--- src/inc/edoc_defines.svh ---
`ifndef EDOC_DEFINES_SVH
`define EDOC_DEFINES_SVH

// Clock period in ns
`define EDOC_CLK_NS 50
// Timing figures in ns (slowest speed grade)
`define EDOC_RANDOM_CYCLE_NS 130
`define EDOC_PAGE_CYCLE_NS 30
`define EDOC_PAGE_WIDTH_MAX_NS 125000
`define EDOC_RAS_MIN_NS 70
`define EDOC_RAS_PRECHARGE_NS 50
`define EDOC_CAS_MIN_NS 12
`define EDOC_CAS_PRECHARGE_NS 10
`define EDOC_REFRESH_COLUMN_SETUP_NS 5
`define EDOC_REFRESH_COLUMN_HOLD_NS 12
`define EDOC_REFRESH_WRITE_SETUP_NS 10
`define EDOC_REFRESH_WRITE_HOLD_NS 10
`define EDOC_WRITE_DISABLE_PULSE_NS 12
`define EDOC_ENABLE_HIGH_PULSE_NS 10
`define EDOC_RAS_TO_CAS_NS 14
// Refresh period in us, wake pause in us
`define EDOC_REFRESH_PERIOD_US 64000
`define EDOC_INIT_PAUSE_US 100
`define EDOC_REFRESH_CYCLES 4096
`define EDOC_WAKE_CYCLES 8
// Cycle counts, least times rounded up
`define EDOC_CYC_UP(ns) (((ns) + `EDOC_CLK_NS - 1) / `EDOC_CLK_NS)
`define EDOC_CYC_MIN(ns) ((`EDOC_CYC_UP(ns) < 1) ? 1 : `EDOC_CYC_UP(ns))
`define EDOC_PAGE_MAX_CYC ((`EDOC_PAGE_WIDTH_MAX_NS) / `EDOC_CLK_NS)
`define EDOC_INIT_PAUSE_CYC (`EDOC_INIT_PAUSE_US * 1000 / `EDOC_CLK_NS)
`define EDOC_REFRESH_INTERVAL_CYC \
  ((`EDOC_REFRESH_PERIOD_US * 1000 / `EDOC_CLK_NS) / `EDOC_REFRESH_CYCLES)

`endif

--- src/inc/edoc_pkg.sv ---
package edoc_pkg;
  typedef enum logic [1:0] {EDOC_OP_READ, EDOC_OP_WRITE, EDOC_OP_REFRESH_ROW} edoc_op_e;
  typedef logic [15:0] edoc_count_t;
endpackage

--- src/inc/edoc_tick_if.sv ---
`timescale 1ns/100ps
interface edoc_tick_if;
  logic due;
  logic taken;
  logic wakeNeeded;
  modport timer (output due, output wakeNeeded, input taken);
  modport user (input due, input wakeNeeded, output taken);
endinterface

--- src/rtl/edoc_refresh_timer.sv ---
`timescale 1ns/100ps
`include "edoc_defines.svh"
module edoc_refresh_timer #(
  parameter int INTERVAL = `EDOC_REFRESH_INTERVAL_CYC,
  parameter int BACKLOG_MAX = 8
)(
  // Clock and reset
  input wire logic clock,
  input wire logic rst_n,
  // Refresh request
  edoc_tick_if.timer tick
);
  import edoc_pkg::*;
  logic [15:0] tick_reg, tick_next;
  logic [3:0] owed_reg, owed_next;
  logic lost_reg, lost_next;

  always_comb
  begin
    tick_next = tick_reg + 16'h0001;
    owed_next = owed_reg;
    lost_next = lost_reg;
    if (tick.taken && owed_next != 4'h0)
    begin
      owed_next = owed_next - 4'h1;
    end
    if (tick_reg == 16'(INTERVAL - 1))
    begin
      tick_next = 16'h0000;
      if (owed_reg == 4'(BACKLOG_MAX))
      begin
        lost_next = 1'b1;
      end
      else
      begin
        owed_next = owed_next + 4'h1;
      end
    end
    if (tick.taken && owed_reg == 4'h0)
    begin
      lost_next = 1'b0;
    end
  end

  always_ff @(posedge clock or negedge rst_n)
  begin
    if (!rst_n)
    begin
      tick_reg <= 16'h0000;
      owed_reg <= 4'h0;
      lost_reg <= 1'b0;
    end
    else
    begin
      tick_reg <= tick_next;
      owed_reg <= owed_next;
      lost_reg <= lost_next;
    end
  end

  assign tick.due = owed_reg != 4'h0;
  assign tick.wakeNeeded = lost_reg;
endmodule

--- src/rtl/edoc_controller.sv ---
`timescale 1ns/100ps
`include "edoc_defines.svh"
module edoc_controller #(
  parameter int ROW_BITS = 13,
  parameter int COL_BITS = 11,
  parameter int ADDR_BITS = 13,
  parameter int DATA_BITS = 4,
  parameter int INIT_PAUSE = `EDOC_INIT_PAUSE_CYC,
  parameter int PAGE_MAX = `EDOC_PAGE_MAX_CYC,
  parameter int REFRESH_INTERVAL = `EDOC_REFRESH_INTERVAL_CYC
)(
  // Clock and reset
  input wire logic clock,
  input wire logic rst_n,
  // User request
  input wire logic reqValid,
  input wire edoc_pkg::edoc_op_e reqOp,
  input wire logic [ROW_BITS-1:0] reqRow,
  input wire logic [COL_BITS-1:0] reqCol,
  input wire logic [DATA_BITS-1:0] reqData,
  output logic reqReady,
  output logic [DATA_BITS-1:0] rdData,
  output logic rdValid,
  output logic initDone,
  // DRAM pins
  output logic rowStrobe_n,
  output logic colStrobe_n,
  output logic writeEnable_n,
  output logic outputEnable_n,
  output logic [ADDR_BITS-1:0] addr,
  input wire logic [DATA_BITS-1:0] dqIn,
  output logic [DATA_BITS-1:0] dqOut,
  output logic dqOe_n
);
  import edoc_pkg::*;

  localparam int RC = `EDOC_CYC_MIN(`EDOC_RANDOM_CYCLE_NS);
  localparam int RAS_MIN = `EDOC_CYC_MIN(`EDOC_RAS_MIN_NS);
  localparam int RP = `EDOC_CYC_MIN(`EDOC_RAS_PRECHARGE_NS);
  localparam int RCD = `EDOC_CYC_MIN(`EDOC_RAS_TO_CAS_NS);
  localparam int CAS_W = `EDOC_CYC_MIN(`EDOC_CAS_MIN_NS);
  localparam int CP = `EDOC_CYC_MIN(`EDOC_CAS_PRECHARGE_NS);
  localparam int PC = `EDOC_CYC_MIN(`EDOC_PAGE_CYCLE_NS);
  localparam int CSR = `EDOC_CYC_MIN(`EDOC_REFRESH_COLUMN_SETUP_NS);
  localparam int CHR = `EDOC_CYC_MIN(`EDOC_REFRESH_COLUMN_HOLD_NS);
  localparam int WPZ = `EDOC_CYC_MIN(`EDOC_WRITE_DISABLE_PULSE_NS);
  // First page count at which a column hit is refused, so the page closes within the width limit
  localparam int HIT_LIMIT = PAGE_MAX - 2 * (CAS_W + WPZ + PC + RP);

  typedef enum logic [3:0] {
    EDOC_PAUSE, EDOC_IDLE, EDOC_ROW, EDOC_COL, EDOC_PAGE, EDOC_PRECHARGE,
    EDOC_REF_CAS, EDOC_REF_RAS, EDOC_REF_END, EDOC_WPZ
  } edoc_state_e;

  edoc_tick_if tick();

  edoc_refresh_timer #(
    .INTERVAL(REFRESH_INTERVAL),
    .BACKLOG_MAX(8)
  ) timer (
    .clock(clock),
    .rst_n(rst_n),
    .tick(tick)
  );

  edoc_state_e state_reg, state_next;
  logic [31:0] wait_reg, wait_next;
  logic [31:0] page_reg, page_next;
  logic [31:0] rc_reg, rc_next;
  logic [3:0] wake_reg, wake_next;
  logic [ROW_BITS-1:0] openRow_reg, openRow_next;
  logic ras_reg, ras_next, cas_reg, cas_next, we_reg, we_next, oe_reg, oe_next;
  logic [ADDR_BITS-1:0] addr_reg, addr_next;
  logic [DATA_BITS-1:0] dq_reg, dq_next, rd_reg, rd_next;
  logic dqOe_reg, dqOe_next, rdv_reg, rdv_next, ready_reg, ready_next;
  logic isWrite_reg, isWrite_next, done_reg, done_next;
  logic pend_reg, pend_next;

  function automatic logic [31:0] lastCyc(input int n);
    lastCyc = (n < 1) ? 32'h0 : 32'(n - 1);
  endfunction

  always_comb
  begin
    state_next = state_reg;
    wait_next = (wait_reg != 32'h0) ? wait_reg - 32'h1 : 32'h0;
    page_next = ras_reg ? 32'h0 : page_reg + 32'h1;
    rc_next = (rc_reg != 32'h0) ? rc_reg - 32'h1 : 32'h0;
    wake_next = wake_reg;
    openRow_next = openRow_reg;
    ras_next = ras_reg;
    cas_next = cas_reg;
    we_next = we_reg;
    oe_next = oe_reg;
    addr_next = addr_reg;
    dq_next = dq_reg;
    rd_next = rd_reg;
    dqOe_next = dqOe_reg;
    rdv_next = 1'b0;
    ready_next = 1'b0;
    isWrite_next = isWrite_reg;
    done_next = done_reg;
    pend_next = pend_reg;
    tick.taken = 1'b0;
    // A request seen with ready is kept until its access starts
    if (reqValid && reqReady)
    begin
      pend_next = 1'b1;
    end
    unique case (state_reg)
      EDOC_PAUSE:
      begin
        if (wait_reg == 32'h0)
        begin
          state_next = EDOC_REF_CAS;
          we_next = 1'b1;
          cas_next = 1'b0;
          wait_next = lastCyc(CSR);
        end
      end
      EDOC_IDLE, EDOC_PAGE:
      begin
        if (state_reg == EDOC_PAGE && (tick.due || tick.wakeNeeded
            || page_reg >= 32'(PAGE_MAX - PC - RP)))
        begin
          state_next = EDOC_PRECHARGE;
          ras_next = 1'b1;
          oe_next = 1'b1;
          wait_next = lastCyc(RP);
        end
        else if (state_reg == EDOC_IDLE && (tick.due || tick.wakeNeeded)
                 && rc_reg == 32'h0 && wait_reg == 32'h0)
        begin
          if (tick.wakeNeeded)
          begin
            wake_next = 4'(`EDOC_WAKE_CYCLES);
          end
          state_next = EDOC_REF_CAS;
          cas_next = 1'b0;
          we_next = 1'b1;
          wait_next = lastCyc(CSR);
        end
        else if (pend_reg && wait_reg == 32'h0)
        begin
          isWrite_next = reqOp == EDOC_OP_WRITE;
          if (state_reg == EDOC_PAGE && reqRow == openRow_reg
              && reqOp != EDOC_OP_REFRESH_ROW && page_reg < 32'(HIT_LIMIT))
          begin
            state_next = EDOC_COL;
            pend_next = 1'b0;
            addr_next = ADDR_BITS'(reqCol);
            cas_next = 1'b0;
            we_next = reqOp != EDOC_OP_WRITE;
            oe_next = reqOp == EDOC_OP_WRITE;
            dq_next = reqData;
            dqOe_next = reqOp != EDOC_OP_WRITE;
            wait_next = lastCyc(CAS_W);
          end
          else if (state_reg == EDOC_PAGE)
          begin
            state_next = EDOC_PRECHARGE;
            ras_next = 1'b1;
            oe_next = 1'b1;
            wait_next = lastCyc(RP);
          end
          else if (rc_reg == 32'h0)
          begin
            state_next = EDOC_ROW;
            pend_next = 1'b0;
            addr_next = ADDR_BITS'(reqRow);
            openRow_next = reqRow;
            ras_next = 1'b0;
            we_next = 1'b1;
            rc_next = lastCyc(RC);
            wait_next = lastCyc(RCD);
            if (reqOp == EDOC_OP_REFRESH_ROW)
            begin
              wait_next = lastCyc(RAS_MIN);
            end
          end
        end
      end
      EDOC_ROW:
      begin
        if (wait_reg == 32'h0)
        begin
          state_next = EDOC_COL;
          addr_next = ADDR_BITS'(reqCol);
          cas_next = 1'b0;
          we_next = !isWrite_reg;
          oe_next = isWrite_reg;
          dq_next = reqData;
          dqOe_next = !isWrite_reg;
          wait_next = lastCyc(CAS_W);
          if (reqOp == EDOC_OP_REFRESH_ROW)
          begin
            state_next = EDOC_PRECHARGE;
            cas_next = 1'b1;
            oe_next = 1'b1;
            ras_next = 1'b1;
            wait_next = lastCyc(RP);
          end
        end
      end
      EDOC_COL:
      begin
        if (wait_reg == 32'h0)
        begin
          state_next = EDOC_PAGE;
          cas_next = 1'b1;
          we_next = 1'b1;
          dqOe_next = 1'b1;
          rd_next = dqIn;
          rdv_next = !isWrite_reg;
          wait_next = lastCyc(PC - CAS_W);
          if (isWrite_reg)
          begin
            state_next = EDOC_WPZ;
          end
        end
      end
      EDOC_WPZ:
      begin
        we_next = 1'b0;
        oe_next = 1'b1;
        if (wait_reg == 32'h0 && we_reg == 1'b0)
        begin
          state_next = EDOC_PAGE;
          we_next = 1'b1;
        end
        else if (we_reg)
        begin
          wait_next = lastCyc(WPZ);
        end
      end
      EDOC_PRECHARGE:
      begin
        cas_next = 1'b1;
        if (wait_reg == 32'h0)
        begin
          state_next = EDOC_IDLE;
        end
      end
      EDOC_REF_CAS:
      begin
        if (wait_reg == 32'h0)
        begin
          state_next = EDOC_REF_RAS;
          ras_next = 1'b0;
          wait_next = lastCyc(RAS_MIN > CHR ? RAS_MIN : CHR);
          rc_next = lastCyc(RC);
        end
      end
      EDOC_REF_RAS:
      begin
        if (wait_reg == 32'h0)
        begin
          state_next = EDOC_REF_END;
          ras_next = 1'b1;
          cas_next = 1'b1;
          tick.taken = 1'b1;
          wait_next = lastCyc(RP);
        end
      end
      EDOC_REF_END:
      begin
        if (wait_reg == 32'h0 && rc_reg == 32'h0)
        begin
          state_next = EDOC_IDLE;
          if (wake_reg > 4'h1)
          begin
            wake_next = wake_reg - 4'h1;
            state_next = EDOC_REF_CAS;
            cas_next = 1'b0;
            wait_next = lastCyc(CSR);
          end
          else
          begin
            wake_next = 4'h0;
            done_next = 1'b1;
          end
        end
      end
      default:
      begin
        state_next = EDOC_IDLE;
      end
    endcase
    // Ready only when the next cycle is idle or open page with nothing held
    ready_next = done_next && !tick.due && !tick.wakeNeeded && !pend_next
                 && (state_next == EDOC_IDLE || state_next == EDOC_PAGE);
  end

  always_ff @(posedge clock or negedge rst_n)
  begin
    if (!rst_n)
    begin
      state_reg <= EDOC_PAUSE;
      wait_reg <= 32'(INIT_PAUSE - 1);
      page_reg <= 32'h0;
      rc_reg <= 32'h0;
      wake_reg <= 4'h8;
      openRow_reg <= '0;
      ras_reg <= 1'b1;
      cas_reg <= 1'b1;
      we_reg <= 1'b1;
      oe_reg <= 1'b1;
      addr_reg <= '0;
      dq_reg <= '0;
      rd_reg <= '0;
      dqOe_reg <= 1'b1;
      rdv_reg <= 1'b0;
      ready_reg <= 1'b0;
      isWrite_reg <= 1'b0;
      done_reg <= 1'b0;
      pend_reg <= 1'b0;
    end
    else
    begin
      state_reg <= state_next;
      wait_reg <= wait_next;
      page_reg <= page_next;
      rc_reg <= rc_next;
      wake_reg <= wake_next;
      openRow_reg <= openRow_next;
      ras_reg <= ras_next;
      cas_reg <= cas_next;
      we_reg <= we_next;
      oe_reg <= oe_next;
      addr_reg <= addr_next;
      dq_reg <= dq_next;
      rd_reg <= rd_next;
      dqOe_reg <= dqOe_next;
      rdv_reg <= rdv_next;
      ready_reg <= ready_next;
      isWrite_reg <= isWrite_next;
      done_reg <= done_next;
      pend_reg <= pend_next;
    end
  end

  assign reqReady = ready_reg;
  assign rdData = rd_reg;
  assign rdValid = rdv_reg;
  assign initDone = done_reg;
  assign rowStrobe_n = ras_reg;
  assign colStrobe_n = cas_reg;
  assign writeEnable_n = we_reg;
  assign outputEnable_n = oe_reg;
  assign addr = addr_reg;
  assign dqOut = dq_reg;
  assign dqOe_n = dqOe_reg;
endmodule

--- config.mk ---
export PLATFORM = sky130hd
export DESIGN_NAME = edoc_controller
export DESIGN_NICKNAME = d
export VERILOG_FILES = /design/src/inc/edoc_pkg.sv /design/src/inc/edoc_tick_if.sv /design/src/rtl/edoc_refresh_timer.sv /design/src/rtl/edoc_controller.sv
export VERILOG_INCLUDE_DIRS = /design/src /design/src/inc
export SDC_FILE = /design/constraint.sdc
export NUM_CORES = 1
export LEC_CHECK = 0
export ABC_AREA = 1
export BUFFER_PORTS_ARGS = -buffer_cell sky130_fd_sc_hd__buf_2
export CAP_MARGIN = 20
export CORE_ASPECT_RATIO = 1.4
export CORE_UTILIZATION = 60
export CTS_BUF_LIST = sky130_fd_sc_hd__clkbuf_8
export DETAILED_ROUTE_END_ITERATION = 6
export PLACE_DENSITY = 0.79
export SLEW_MARGIN = 5
export SYNTH_ARGS = -nofsm -noshare
export SYNTH_HDL_FRONTEND = slang
export SYNTH_SLANG_ARGS = --single-unit
--- constraint.sdc ---
create_clock -name clock -period 2.6 [get_ports clock]
set_input_delay 0.78 -clock clock [delete_from_list [all_inputs] [get_ports clock]]
set_output_delay 0.78 -clock clock [all_outputs]
set_load 0.05 [all_outputs]
After elaboration in Yosys (flattened, before gate mapping)
Index checks and enable logic that the tools add are counted.
W data, S select, Z words.
- register bits after elaboration: 169
- input port bits: 37
- output and inout port bits: 29
- logic and storage cells: 265
- add/sub/neg operators: 7
- order comparisons: 3
- equal/unequal tests: 45
- muxes and demuxes: 127
- bitwise gates (word level): 5
- reductions and logical operators: 56
- operator list (kind ; count):
    $mux W32 ; 22
    $pmux W32 S5 ; 1
    $mux W4 ; 28
    $mux W13 ; 7
    $logic_not A32 Y1 ; 2
    $pmux W32 S2 ; 1
    $reduce_bool A32 Y1 ; 2
    $sub A32 B1 Y32 const B ; 2
    $mux W1 ; 56
    $pmux W4 S9 ; 1
    $add A32 B1 Y32 const B ; 1
    $ge A32 B12 Y1 const B ; 1
    $lt A32 B12 Y1 const B ; 1
    $ne A2 B2 Y1 const B ; 14
    $reduce_and A7 Y1 ; 4
    $pmux W13 S2 ; 1
    $ne A3 B3 Y1 const B ; 7
    $eq A4 B3 Y1 const B ; 5
    $reduce_and A9 Y1 ; 2
    $logic_and A1 B1 Y1 ; 17
    $add A16 B1 Y16 const B ; 1
    $eq A16 B9 Y1 const B ; 1
    $mux W16 ; 1
    $ne A4 B4 Y1 const B ; 4
    29 further kinds ; 61

Logic depth before layout (Yosys ltp)
Gate-level depths: netlist of run 1.
- word-level depth: 12
- depth in mapped cells: 16
- mapped depth without buffers: 16

Hierarchy
Synthesis of run 1 repeated with hierarchy kept, for this count alone.
- cells, all modules: 1329
- area, all modules: 10104.7 µm²
- by module, submodules not included (module ; times used ; cells each ; area an instance (µm²) ; seq. area each (µm²)):
    edoc_controller ; 1 ; 1166 ; 8831.0 ; 3722.3
    edoc_refresh_timer ; 1 ; 163 ; 1273.7 ; 525.5

Worst setup path after synthesis of run 1
No wires, ideal clock.
- path kind: register to register
- start: reg wait_reg[0]
- end: reg timer.owed_reg[1]
- setup time: 0.133 ns
- arrival time: 2.033 ns
- data required time: 2.467 ns
- path slack: 0.434 ns
- cell stages (with the launch flop): 13
- buffers on the path: 0
- clock period less this slack: 2.166 ns
- cells stage by stage: dfstp_2 -> inv_1 -> ha_1 -> nand3_2 -> nor2_4 -> nand2_4 -> nor2_8 -> nand3_1 -> o21ai_0 -> inv_1 -> ha_1 -> nand2_1 -> o21ai_0
- word-level cells in the longest chain between the ends: 8
- RTL lines (item ; RTL line ; RTL):
    from (decl) ; edoc_controller.sv:67 ; logic [31:0] wait_reg, wait_next;
    from (signal assigned) ; edoc_controller.sv:299 ; wait_reg <= 32'(INIT_PAUSE - 1);
    from (signal assigned) ; edoc_controller.sv:321 ; wait_reg <= wait_next;
    $logic_not A32 Y1 (*) ; edoc_controller.sv:256 ; if (wait_reg == 32'h0)
    $mux W1 (*) ; edoc_controller.sv:256 ;
    $mux W1 (*) ; edoc_controller.sv:110 ; unique case (state_reg)
    $logic_and A1 B1 Y1 (*) ; edoc_refresh_timer.sv:23 ; if (tick.taken && owed_next != 4'h0)
    $mux W4 (*) ; edoc_refresh_timer.sv:23 ;
    $add A4 B1 Y4 ; edoc_refresh_timer.sv:36 ; owed_next = owed_next + 4'h1;
    $mux W4 ; edoc_refresh_timer.sv:30 ; if (owed_reg == 4'(BACKLOG_MAX))
    $mux W4 (*) ; edoc_refresh_timer.sv:27 ; if (tick_reg == 16'(INTERVAL - 1))
    named net timer.owed_next[1] ; edoc_refresh_timer.sv:15 ; logic [3:0] owed_reg, owed_next;
    to (signal assigned) ; edoc_refresh_timer.sv:56 ; owed_reg <= owed_next;
    to (decl) ; edoc_refresh_timer.sv:15 ;
Mark *: on every way through the listed nets, which the timed path passes. The rest lies on a longest branch.
A chain may end at the register's enable or synchronous reset.

Final worst setup path of run 1
- start: reg state_reg[2]
- end: reg cas_reg (netlist: colStrobe_n)
- word-level cells in the longest chain between the ends: 7
- elaborated cells on any way between the ends: 30
- those cells by class: eq/ne: 15; mux: 3; reduce/logical: 12
- RTL lines (item ; RTL line ; RTL):
    from (decl) ; edoc_controller.sv:66 ; edoc_state_e state_reg, state_next;
    from (signal assigned) ; edoc_controller.sv:320 ; state_reg <= state_next;
    $eq A4 B1 Y1 ; edoc_controller.sv:110, edoc_controller.sv:131 ;
    $logic_and A1 B1 Y1 ; edoc_controller.sv:131 ; else if (state_reg == EDOC_IDLE && (tick.due || tick.wakeNeeded)
    $logic_and A1 B1 Y1 (2 in a row) ; edoc_controller.sv:132 ; && rc_reg == 32'h0 && wait_reg == 32'h0)
    $mux W1 ; edoc_controller.sv:131 ;
    $mux W1 ; edoc_controller.sv:123 ; if (state_reg == EDOC_PAGE && (tick.due || tick.wakeNeeded
    $pmux W1 S6 ; edoc_controller.sv:110 ;
    to (signal assigned) ; edoc_controller.sv:327 ; cas_reg <= cas_next;
    to (decl) ; edoc_controller.sv:72 ; logic ras_reg, ras_next, cas_reg, cas_next, we_reg, we_next, oe_reg, oe_next;
Several ways; a longest one is shown, not always the timed one. The select of a mux whose other input is x is not followed.

==> results of run 1 <==
[per-layer routing]
layer | vias to the layer above | wire (um) | GRT usage | part of all wire
li1 | 4335 | - | - | -
met4 | 0 | 877 | 0.1347 | 0.037
met1 | 4070 | 9567 | 0.3480 | 0.41
met3 | 70 | 752 | 0.04748 | 0.032
met5 | - | 0 | 0 | 0
met2 | 186 | 12210 | 0.5253 | 0.52
[power groups by stage]
stage,sequential [mW],combinational (mW),clock (mW)
floorplan,4.44,3.00,0
global placement,3.88,4.65,0
detailed placement,3.90,4.74,0
CTS,3.85,4.75,1.95
global route,3.93,5.25,2.05
finish,3.86,4.75,1.93
[per-stage QoR]
stage / hold slack, ns / power (mW) / instance area [um^2] / cells
floorplan: 0.4329 / 7.443 / 9853 / 1302
global placement: 0.4516 / 8.532 / 10600 / 1577
detailed placement: 0.4576 / 8.630 / 10600 / 1577
CTS: 0.2226 / 10.56 / 10990 / 1609
global route: 0.2301 / 11.23 / 11000 / 1609
finish: 0.2101 / 10.53 / 11000 / 1609
[area by class of cell]
cell class / instances / share of cell area
inverter: 175 / 0.05993
tap: 199 / 0.02263
clock inverter: 15 / 0.01501
clock buffer: 17 / 0.02127
multi-input combinational: 942 / 0.4408
timing repair buffer: 92 / 0.05425
sequential: 169 / 0.3861
[Yosys cell counts (all sizes together)]
cell type,n,area (um^2)
a2111oi,2,17.52
a211oi,3,22.52
a21oi,43,215.2
a22o,1,8.760
a22oi,2,15.01
a31oi,18,156.4
and3,2,12.51
buf,13,92.58
clkbuf,3,11.26
dfrtp,154,3854
dfstp,15,394.1
ha,10,125.1
inv,175,659.4
mux2,3,33.78
nand2,289,1125
nand3,58,330.3
nand3b,1,7.510
nand4,24,162.7
nor2,279,1226
nor3,52,296.5
nor3b,6,45.04
nor4,6,37.54
nor4b,1,8.760
o2111ai,2,17.52
o211ai,1,7.510
o21a,4,30.03
o21ai,59,295.3
o22ai,2,12.51
o31ai,1,7.510
or2,4,25.02
or3,1,6.260
or4,1,7.510
xnor2,32,280.3
xor2,35,306.5
[worst paths after layout]
path                            depth (start not counted)                end  slack, ns
worst max register to register                         11        colStrobe_n       0.24
max in group asynchronous                               2        wait_reg[1]       1.70
worst max-delay path                                   11        colStrobe_n       0.24
worst min register to register                          1  timer.tick_reg[0]       0.47
worst min-delay path                                    1       page_reg[17]       0.21
min in group clock                                      1  timer.tick_reg[0]       0.47
[kinds of logic (layout without fill, tap and decap cells)]
group / Yosys count / count (layout) / share of synthesized area
and+or+nand+nor: 724 / 724 / 0.3340
buffers and inverters: 191 / 299 / 0.07746
DFF: 169 / 169 / 0.4311
AOI/OAI and AO/OA: 138 / 138 / 0.08178
xor gates and xnor gates: 67 / 67 / 0.05956
adders and majority gates: 10 / 10 / 0.01270
muxes: 3 / 3 / 0.003428
==> flow_results.xml, run 1 <==
<?xml version="1.0" encoding="UTF-8"?>
<metrics>
  <group name="cts">
    <metric name="cts-resized-gates" unit="">0</metric>
    <metric name="count_of_hold_fix_buffers_inserted_at_cts" unit="">0</metric>
    <metric name="cts_setup_buffers" unit="">0</metric>
    <metric name="cts_made_buffers" unit="">17</metric>
    <metric name="clock_root_buffer" unit="">sky130_fd_sc_hd__clkbuf_8</metric>
    <metric name="cts.sinks" unit="">169</metric>
    <metric name="worst_setup_hold_path_clk_slew" unit="ns">0.10</metric>
    <metric name="clkLatencyLatePin" unit="ns">0.48</metric>
    <metric name="cts.path.max_buffers" unit="">2</metric>
    <metric name="clock_tree_from_tritoncts" unit="">done</metric>
    <metric name="h-tree-depth" unit="">4</metric>
  </group>
  <group name="drt">
    <metric name="drt_iter0_markers" unit="">553</metric>
    <metric name="drtAntennaViolNets" unit="">0</metric>
    <metric name="drcViolationCount" unit="">0</metric>
    <metric name="drt-total-wl" unit="um">23410</metric>
    <metric name="detail_route.wl_per_cell" unit="um">14.55</metric>
    <metric name="drtPass1Iterations" unit="">5</metric>
    <metric name="route.detailed.vias_per_inst" unit="">5.383</metric>
    <metric name="num_vias" unit="">8661</metric>
  </group>
  <group name="final_layout">
    <metric name="final_common_cell" unit="">sky130_fd_sc_hd__nand2_1</metric>
    <metric name="areaGrowthSynthToFinish" unit="%">11.66</metric>
    <metric name="layout-drive-gt1-share" unit="">0.1652</metric>
    <metric name="seq_area" unit="um^2">4248</metric>
    <metric name="antenna_cells" unit="">0</metric>
    <metric name="layout.core_utilization" unit="">0.6832</metric>
    <metric name="commonest_non_fill_non_tap_cells_in_the_layout" unit="">277 x sky130_fd_sc_hd__nand2_1, 237 x sky130_fd_sc_hd__nor2_1, 166 x sky130_fd_sc_hd__inv_1</metric>
    <metric name="final.fill_count" unit="">1421</metric>
    <metric name="final_layout_net_count" unit="">1444</metric>
    <metric name="multi_input_comb_area" unit="um^2">4850</metric>
  </group>
  <group name="outcome">
    <metric name="status" unit="">finished clean</metric>
  </group>
  <group name="setup_path">
    <metric name="critical-path-max-stage-delay" unit="ns">0.52</metric>
    <metric name="startpoint_type" unit="">flop</metric>
    <metric name="critical_path_cell_with_the_highest_stage_delay" unit="">sky130_fd_sc_hd__dfrtp_1</metric>
    <metric name="cp.required" unit="ns">3.01</metric>
    <metric name="critical_path_buf_inv_count" unit="">3</metric>
    <metric name="path_cells" unit="">nor2_1 -&gt; inv_1 -&gt; nor2_1 -&gt; nand2_1 -&gt; inv_1 -&gt; nand3_2 -&gt; nand2_1 -&gt; inv_1 -&gt; o21ai_1 -&gt; nand4_1 -&gt; o21ai_0</metric>
    <metric name="timing.critical_path.to_type" unit="">flop</metric>
    <metric name="worstSetupStartpoint" unit="">state_reg[2]</metric>
    <metric name="most_frequent_cell_on_the_critical_path" unit="">sky130_fd_sc_hd__inv_1</metric>
    <metric name="worst-path-max-fanout" unit="">6</metric>
    <metric name="timing.rr.start" unit="">state_reg[2]</metric>
    <metric name="critPathKind" unit="">flop to flop</metric>
    <metric name="cp_data_arrival_time" unit="ns">2.77</metric>
    <metric name="cpLargestDelayFamily" unit="">simple AND/OR/NAND/NOR gates</metric>
  </group>
  <group name="sta">
    <metric name="hold_violations" unit="">0</metric>
    <metric name="final.min_clock_period" unit="ns">2.356</metric>
    <metric name="fin_ws" unit="ns">0.2440</metric>
    <metric name="slew_violations" unit="">0</metric>
    <metric name="slew_headroom" unit="">0.6080</metric>
    <metric name="finalSetupTns" unit="ns">0</metric>
    <metric name="timing_worst_slew_pin_value" unit="ns">0.5859</metric>
    <metric name="period_share" unit="">0.9062</metric>
    <metric name="maxClockFrequency" unit="GHz">0.4244</metric>
    <metric name="setup_viol" unit="">0</metric>
    <metric name="grt_setup_unrepaired" unit="">false</metric>
    <metric name="fin_worst_skew" unit="ns">0.01404</metric>
  </group>
  <group name="pwr">
    <metric name="clockPowerShare" unit="">0.183</metric>
    <metric name="power.share.sequential" unit="">0.366</metric>
    <metric name="comb_power_share" unit="">0.451</metric>
    <metric name="netSwitchingFraction" unit="">0.4616</metric>
    <metric name="switchingPower" unit="mW">4.861</metric>
    <metric name="power_per_cell_area" unit="nW/um^2">957.2</metric>
    <metric name="leakage" unit="nW">5.526</metric>
    <metric name="max-vdd-ir-drop" unit="mV">0.7491</metric>
    <metric name="p_int" unit="mW">5.670</metric>
  </group>
  <group name="placement">
    <metric name="dp_hpwl" unit="um">17980</metric>
    <metric name="port_buffers" unit="">65</metric>
    <metric name="gp_routability_congestion" unit="">1.012</metric>
    <metric name="dpl_worst_slack" unit="ns">0.1311</metric>
  </group>
  <group name="grt">
    <metric name="grt_pass1_wl" unit="um">39350</metric>
    <metric name="grt_overflow" unit="">0</metric>
    <metric name="grt_max_degree" unit="">50</metric>
    <metric name="grt_pass1_vias" unit="">8524</metric>
    <metric name="antenna_violations_before_repair" unit="">0</metric>
    <metric name="grt_usage" unit="">0.2979</metric>
  </group>
  <group name="run">
    <metric name="cap_violations" unit="">0</metric>
  </group>
  <group name="die">
    <metric name="width_of_the_chip" unit="um">110.3</metric>
    <metric name="start_util" unit="">0.6119</metric>
    <metric name="core" unit="um^2">16100</metric>
    <metric name="placement_rows" unit="">55</metric>
    <metric name="dieArea" unit="um^2">16950</metric>
    <metric name="io_pins" unit="">66</metric>
    <metric name="die_y_extent" unit="um">153.6</metric>
  </group>
  <group name="synth">
    <metric name="postSynthAreaPerCell" unit="um^2">7.568</metric>
    <metric name="postSynthCellCount" unit="">1302</metric>
    <metric name="syn_nets" unit="">1349</metric>
    <metric name="yosysWarningCount" unit="">0</metric>
    <metric name="mappedNetlistArea" unit="um^2">9853</metric>
    <metric name="ys_seq_elements" unit="">169</metric>
    <metric name="synth_seq_area_share" unit="">0.4311</metric>
    <metric name="synth_cell_type_count" unit="">50</metric>
  </group>
  <group name="hold_path">
    <metric name="hp-class" unit="">input pin to asynchronous set/reset pin</metric>
  </group>
</metrics>
No activity file was read; power rests on OpenSTA's default activity.
==> inputs of run 2 (changes only) <==
--- a/config.mk
+++ b/config.mk
@@ -10,7 +10,7 @@
 export BUFFER_PORTS_ARGS = -buffer_cell sky130_fd_sc_hd__buf_2
 export CAP_MARGIN = 20
 export CORE_ASPECT_RATIO = 1.4
-export CORE_UTILIZATION = 60
+export CORE_UTILIZATION = 57
 export CTS_BUF_LIST = sky130_fd_sc_hd__clkbuf_8
 export DETAILED_ROUTE_END_ITERATION = 6
 export PLACE_DENSITY = 0.79
==> constraint.sdc (replaced) <==
create_clock -name clock -period 2.1 [get_ports clock]
set_input_delay 0.63 -clock clock [delete_from_list [all_inputs] [get_ports clock]]
set_output_delay 0.63 -clock clock [all_outputs]
set_load 0.05 [all_outputs]
==> run 2 against run 1 <==
- the flow now finishes with violations (setup timing)
- clock power increased by 31%
- clock skew increased by 0.0018 ns
- fmax increased by 5.0%
- sequential power increased by 23%
- non-clock buffer count increased by 252
- worst hold slack improved by 0.15 ns
- largest cell class unchanged
- total power increased by 54%
- sequential cell count unchanged
==> flow_results.xml, run 2 (synthesis results as in run 1) <==
<?xml version="1.0" encoding="UTF-8"?>
<metrics>
  <group name="sta">
    <metric name="timing_worst_slew_pin_value" unit="ns">0.6377</metric>
    <metric name="final.min_clock_period" unit="ns">2.244</metric>
    <metric name="slew_violations" unit="">0</metric>
    <metric name="slew_headroom" unit="">0.5716</metric>
    <metric name="period_share" unit="">1.068</metric>
    <metric name="hold_violations" unit="">0</metric>
    <metric name="fin_ws" unit="ns">-0.1435</metric>
    <metric name="grt_setup_unrepaired" unit="">true</metric>
    <metric name="maxClockFrequency" unit="GHz">0.4457</metric>
    <metric name="fin_worst_skew" unit="ns">0.01581</metric>
    <metric name="setup_viol" unit="">47</metric>
  </group>
  <group name="placement">
    <metric name="dpl-instance-area" unit="um^2">12090</metric>
    <metric name="gp_routability_congestion" unit="">0.9702</metric>
    <metric name="placed_instances" unit="">1775</metric>
    <metric name="dpl_worst_slack" unit="ns">-0.2034</metric>
    <metric name="port_buffers" unit="">65</metric>
    <metric name="dp_hpwl" unit="um">20000</metric>
  </group>
  <group name="final_layout">
    <metric name="final_common_cell" unit="">sky130_fd_sc_hd__buf_4</metric>
    <metric name="antenna_cells" unit="">0</metric>
    <metric name="fin_cells" unit="">1865</metric>
    <metric name="fin_area" unit="um^2">13920</metric>
    <metric name="seq_area" unit="um^2">4249</metric>
    <metric name="final_layout_net_count" unit="">1696</metric>
    <metric name="areaGrowthSynthToFinish" unit="%">41.30</metric>
    <metric name="layout-drive-gt1-share" unit="">0.3881</metric>
    <metric name="multi_input_comb_area" unit="um^2">5675</metric>
    <metric name="final.fill_count" unit="">980</metric>
    <metric name="commonest_non_fill_non_tap_cells_in_the_layout" unit="">252 x sky130_fd_sc_hd__buf_4, 227 x sky130_fd_sc_hd__nand2_1, 194 x sky130_fd_sc_hd__nor2_1</metric>
  </group>
  <group name="die">
    <metric name="core" unit="um^2">16820</metric>
    <metric name="die_y_extent" unit="um">157.6</metric>
    <metric name="dieArea" unit="um^2">17820</metric>
    <metric name="start_util" unit="">0.5859</metric>
    <metric name="width_of_the_chip" unit="um">113.1</metric>
    <metric name="placement_rows" unit="">56</metric>
    <metric name="io_pins" unit="">66</metric>
  </group>
  <group name="setup_path">
    <metric name="rr_worst_depth" unit="">13</metric>
    <metric name="worst-path-max-fanout" unit="">11</metric>
    <metric name="startpoint_type" unit="">flop</metric>
    <metric name="timing.critical_path.to_type" unit="">flop</metric>
    <metric name="cp.required" unit="ns">2.49</metric>
    <metric name="critPathKind" unit="">flop to flop</metric>
    <metric name="cp_data_arrival_time" unit="ns">2.64</metric>
    <metric name="r2r_slack" unit="ns">-0.14</metric>
  </group>
  <group name="pwr">
    <metric name="leakage" unit="nW">6.987</metric>
    <metric name="power_per_cell_area" unit="nW/um^2">1163</metric>
    <metric name="max-vdd-ir-drop" unit="mV">1.064</metric>
  </group>
  <group name="outcome">
    <metric name="status" unit="">finished, violations left</metric>
    <metric name="violated_checks" unit="">setup timing</metric>
  </group>
  <group name="drt">
    <metric name="drtAntennaViolNets" unit="">0</metric>
    <metric name="num_vias" unit="">10290</metric>
    <metric name="detail_route.wl_per_cell" unit="um">16.74</metric>
    <metric name="drt-total-wl" unit="um">31220</metric>
    <metric name="route.detailed.vias_per_inst" unit="">5.517</metric>
    <metric name="drtPass1Iterations" unit="">5</metric>
    <metric name="drt_iter0_markers" unit="">746</metric>
    <metric name="drcViolationCount" unit="">0</metric>
  </group>
  <group name="hold_path">
    <metric name="hp-class" unit="">input pin to flop</metric>
    <metric name="hold_crit_depth" unit="">3</metric>
  </group>
  <group name="grt">
    <metric name="grt_overflow" unit="">0</metric>
    <metric name="grt_usage" unit="">0.3261</metric>
    <metric name="grt_pass1_wl" unit="um">45420</metric>
    <metric name="antenna_violations_before_repair" unit="">0</metric>
    <metric name="grt_pass1_vias" unit="">9956</metric>
    <metric name="grt_max_degree" unit="">75</metric>
  </group>
  <group name="cts">
    <metric name="cts.sinks" unit="">169</metric>
    <metric name="cts_made_buffers" unit="">17</metric>
    <metric name="h-tree-depth" unit="">4</metric>
    <metric name="clkLatencyLatePin" unit="ns">0.48</metric>
    <metric name="clock_root_buffer" unit="">sky130_fd_sc_hd__clkbuf_8</metric>
    <metric name="clock_tree_from_tritoncts" unit="">done</metric>
    <metric name="worst_setup_hold_path_clk_slew" unit="ns">0.10</metric>
    <metric name="cts.path.max_buffers" unit="">2</metric>
  </group>
  <group name="run">
    <metric name="cap_violations" unit="">0</metric>
  </group>
</metrics>
==> run 2: changes by cell type in the layout (fill, tap and decap cells not counted), moves of 15 or more <==
| cell | change |
|---|---|
| sky130_fd_sc_hd__buf_4 | +230 |
| sky130_fd_sc_hd__inv_1 | -18 |
| sky130_fd_sc_hd__nand2_1 | -50 |
| sky130_fd_sc_hd__nand2_2 | +35 |
| sky130_fd_sc_hd__nand2_4 | +15 |
| sky130_fd_sc_hd__nor2_1 | -43 |
| sky130_fd_sc_hd__nor2_2 | +20 |
| sky130_fd_sc_hd__nor2_4 | +23 |
==> run 2: stage by stage <==
step / util / TNS, ns / hold WS [ns] / power, mW
finish: 0.8279 / -3.455 / 0.3574 / 16.18
global route: 0.8279 / -8.427 / 0.3368 / 17.02
CTS: 0.7775 / -0.4253 / 0.3368 / 15.36
detailed placement: 0.7187 / -6.068 / 0.4536 / 12.07
global placement: 0.7187 / -2.329 / 0.4511 / 11.84
floorplan: - / 0 / 0.3344 / 9.215
==> run 2: worst paths after layout <==
| kind | startpoint | end |
|---|---|---|
| min | dqIn[0] | rdData[0] |
| max in group asynchronous | rst_n | wait_reg[8] |
| max | page_reg[10] | addr[3] |
| min reg2reg | rdData[0] | rdData[0] |
| min in group asynchronous | rst_n | page_reg[16] |
| max reg2reg | page_reg[10] | addr[3] |
==> run 2: where the power goes <==
group / switching, mW / internal [mW] / total (mW)
clock: 1.32 / 1.20 / 2.52
combinational: 5.31 / 3.62 / 8.93
sequential: 0.648 / 4.09 / 4.74
total: 7.28 / 8.91 / 16.2
==> run 2: layer usage <==
| layer | share of wire | wire length [um] | vias up | GRT usage |
|---|---|---|---|---|
| met2 | 0.53 | 16550 | 367 | 0.6047 |
| li1 | - | - | 4836 | - |
| met1 | 0.36 | 11280 | 4917 | 0.3408 |
| met5 | 0 | 0 | - | 0 |
| met3 | 0.039 | 1217 | 169 | 0.05237 |
| met4 | 0.070 | 2170 | 0 | 0.2080 |
==> run 2: worst max-delay path, cell delays in order (launching register included) <==
cell and delay, ns:
sky130_fd_sc_hd__dfrtp_1 0.43, sky130_fd_sc_hd__nor2_4 0.17, sky130_fd_sc_hd__nor2_1 0.09, sky130_fd_sc_hd__nor2_4 0.12, sky130_fd_sc_hd__buf_4 0.12, sky130_fd_sc_hd__inv_1 0.05
sky130_fd_sc_hd__nor2_2 0.16, sky130_fd_sc_hd__nand3_2 0.11, sky130_fd_sc_hd__nor2_4 0.18, sky130_fd_sc_hd__nor2_1 0.08, sky130_fd_sc_hd__inv_1 0.13, sky130_fd_sc_hd__buf_4 0.20
sky130_fd_sc_hd__nand2_1 0.12, sky130_fd_sc_hd__a31oi_4 0.17
==> run 2: area by class of cell <==
class                           instances  area share
Multi-Input combinational cell        942      0.4077
Sequential cell                       169      0.3052
Tap cell                              203     0.01824
Timing Repair Buffer                  344      0.1895
Clock inverter                         15     0.01339
Clock buffer                           17     0.01681
Inverter                              175     0.04916
==> run 2: repair_timing <==
item,CTS,global route
hold endpoints to repair,17,0
pin swaps,30,67
endpoints found under the setup margin,66,123
gates resized for setup,68,204
hold buffers,1,0
gates cloned,2,2
setup buffers,30,27
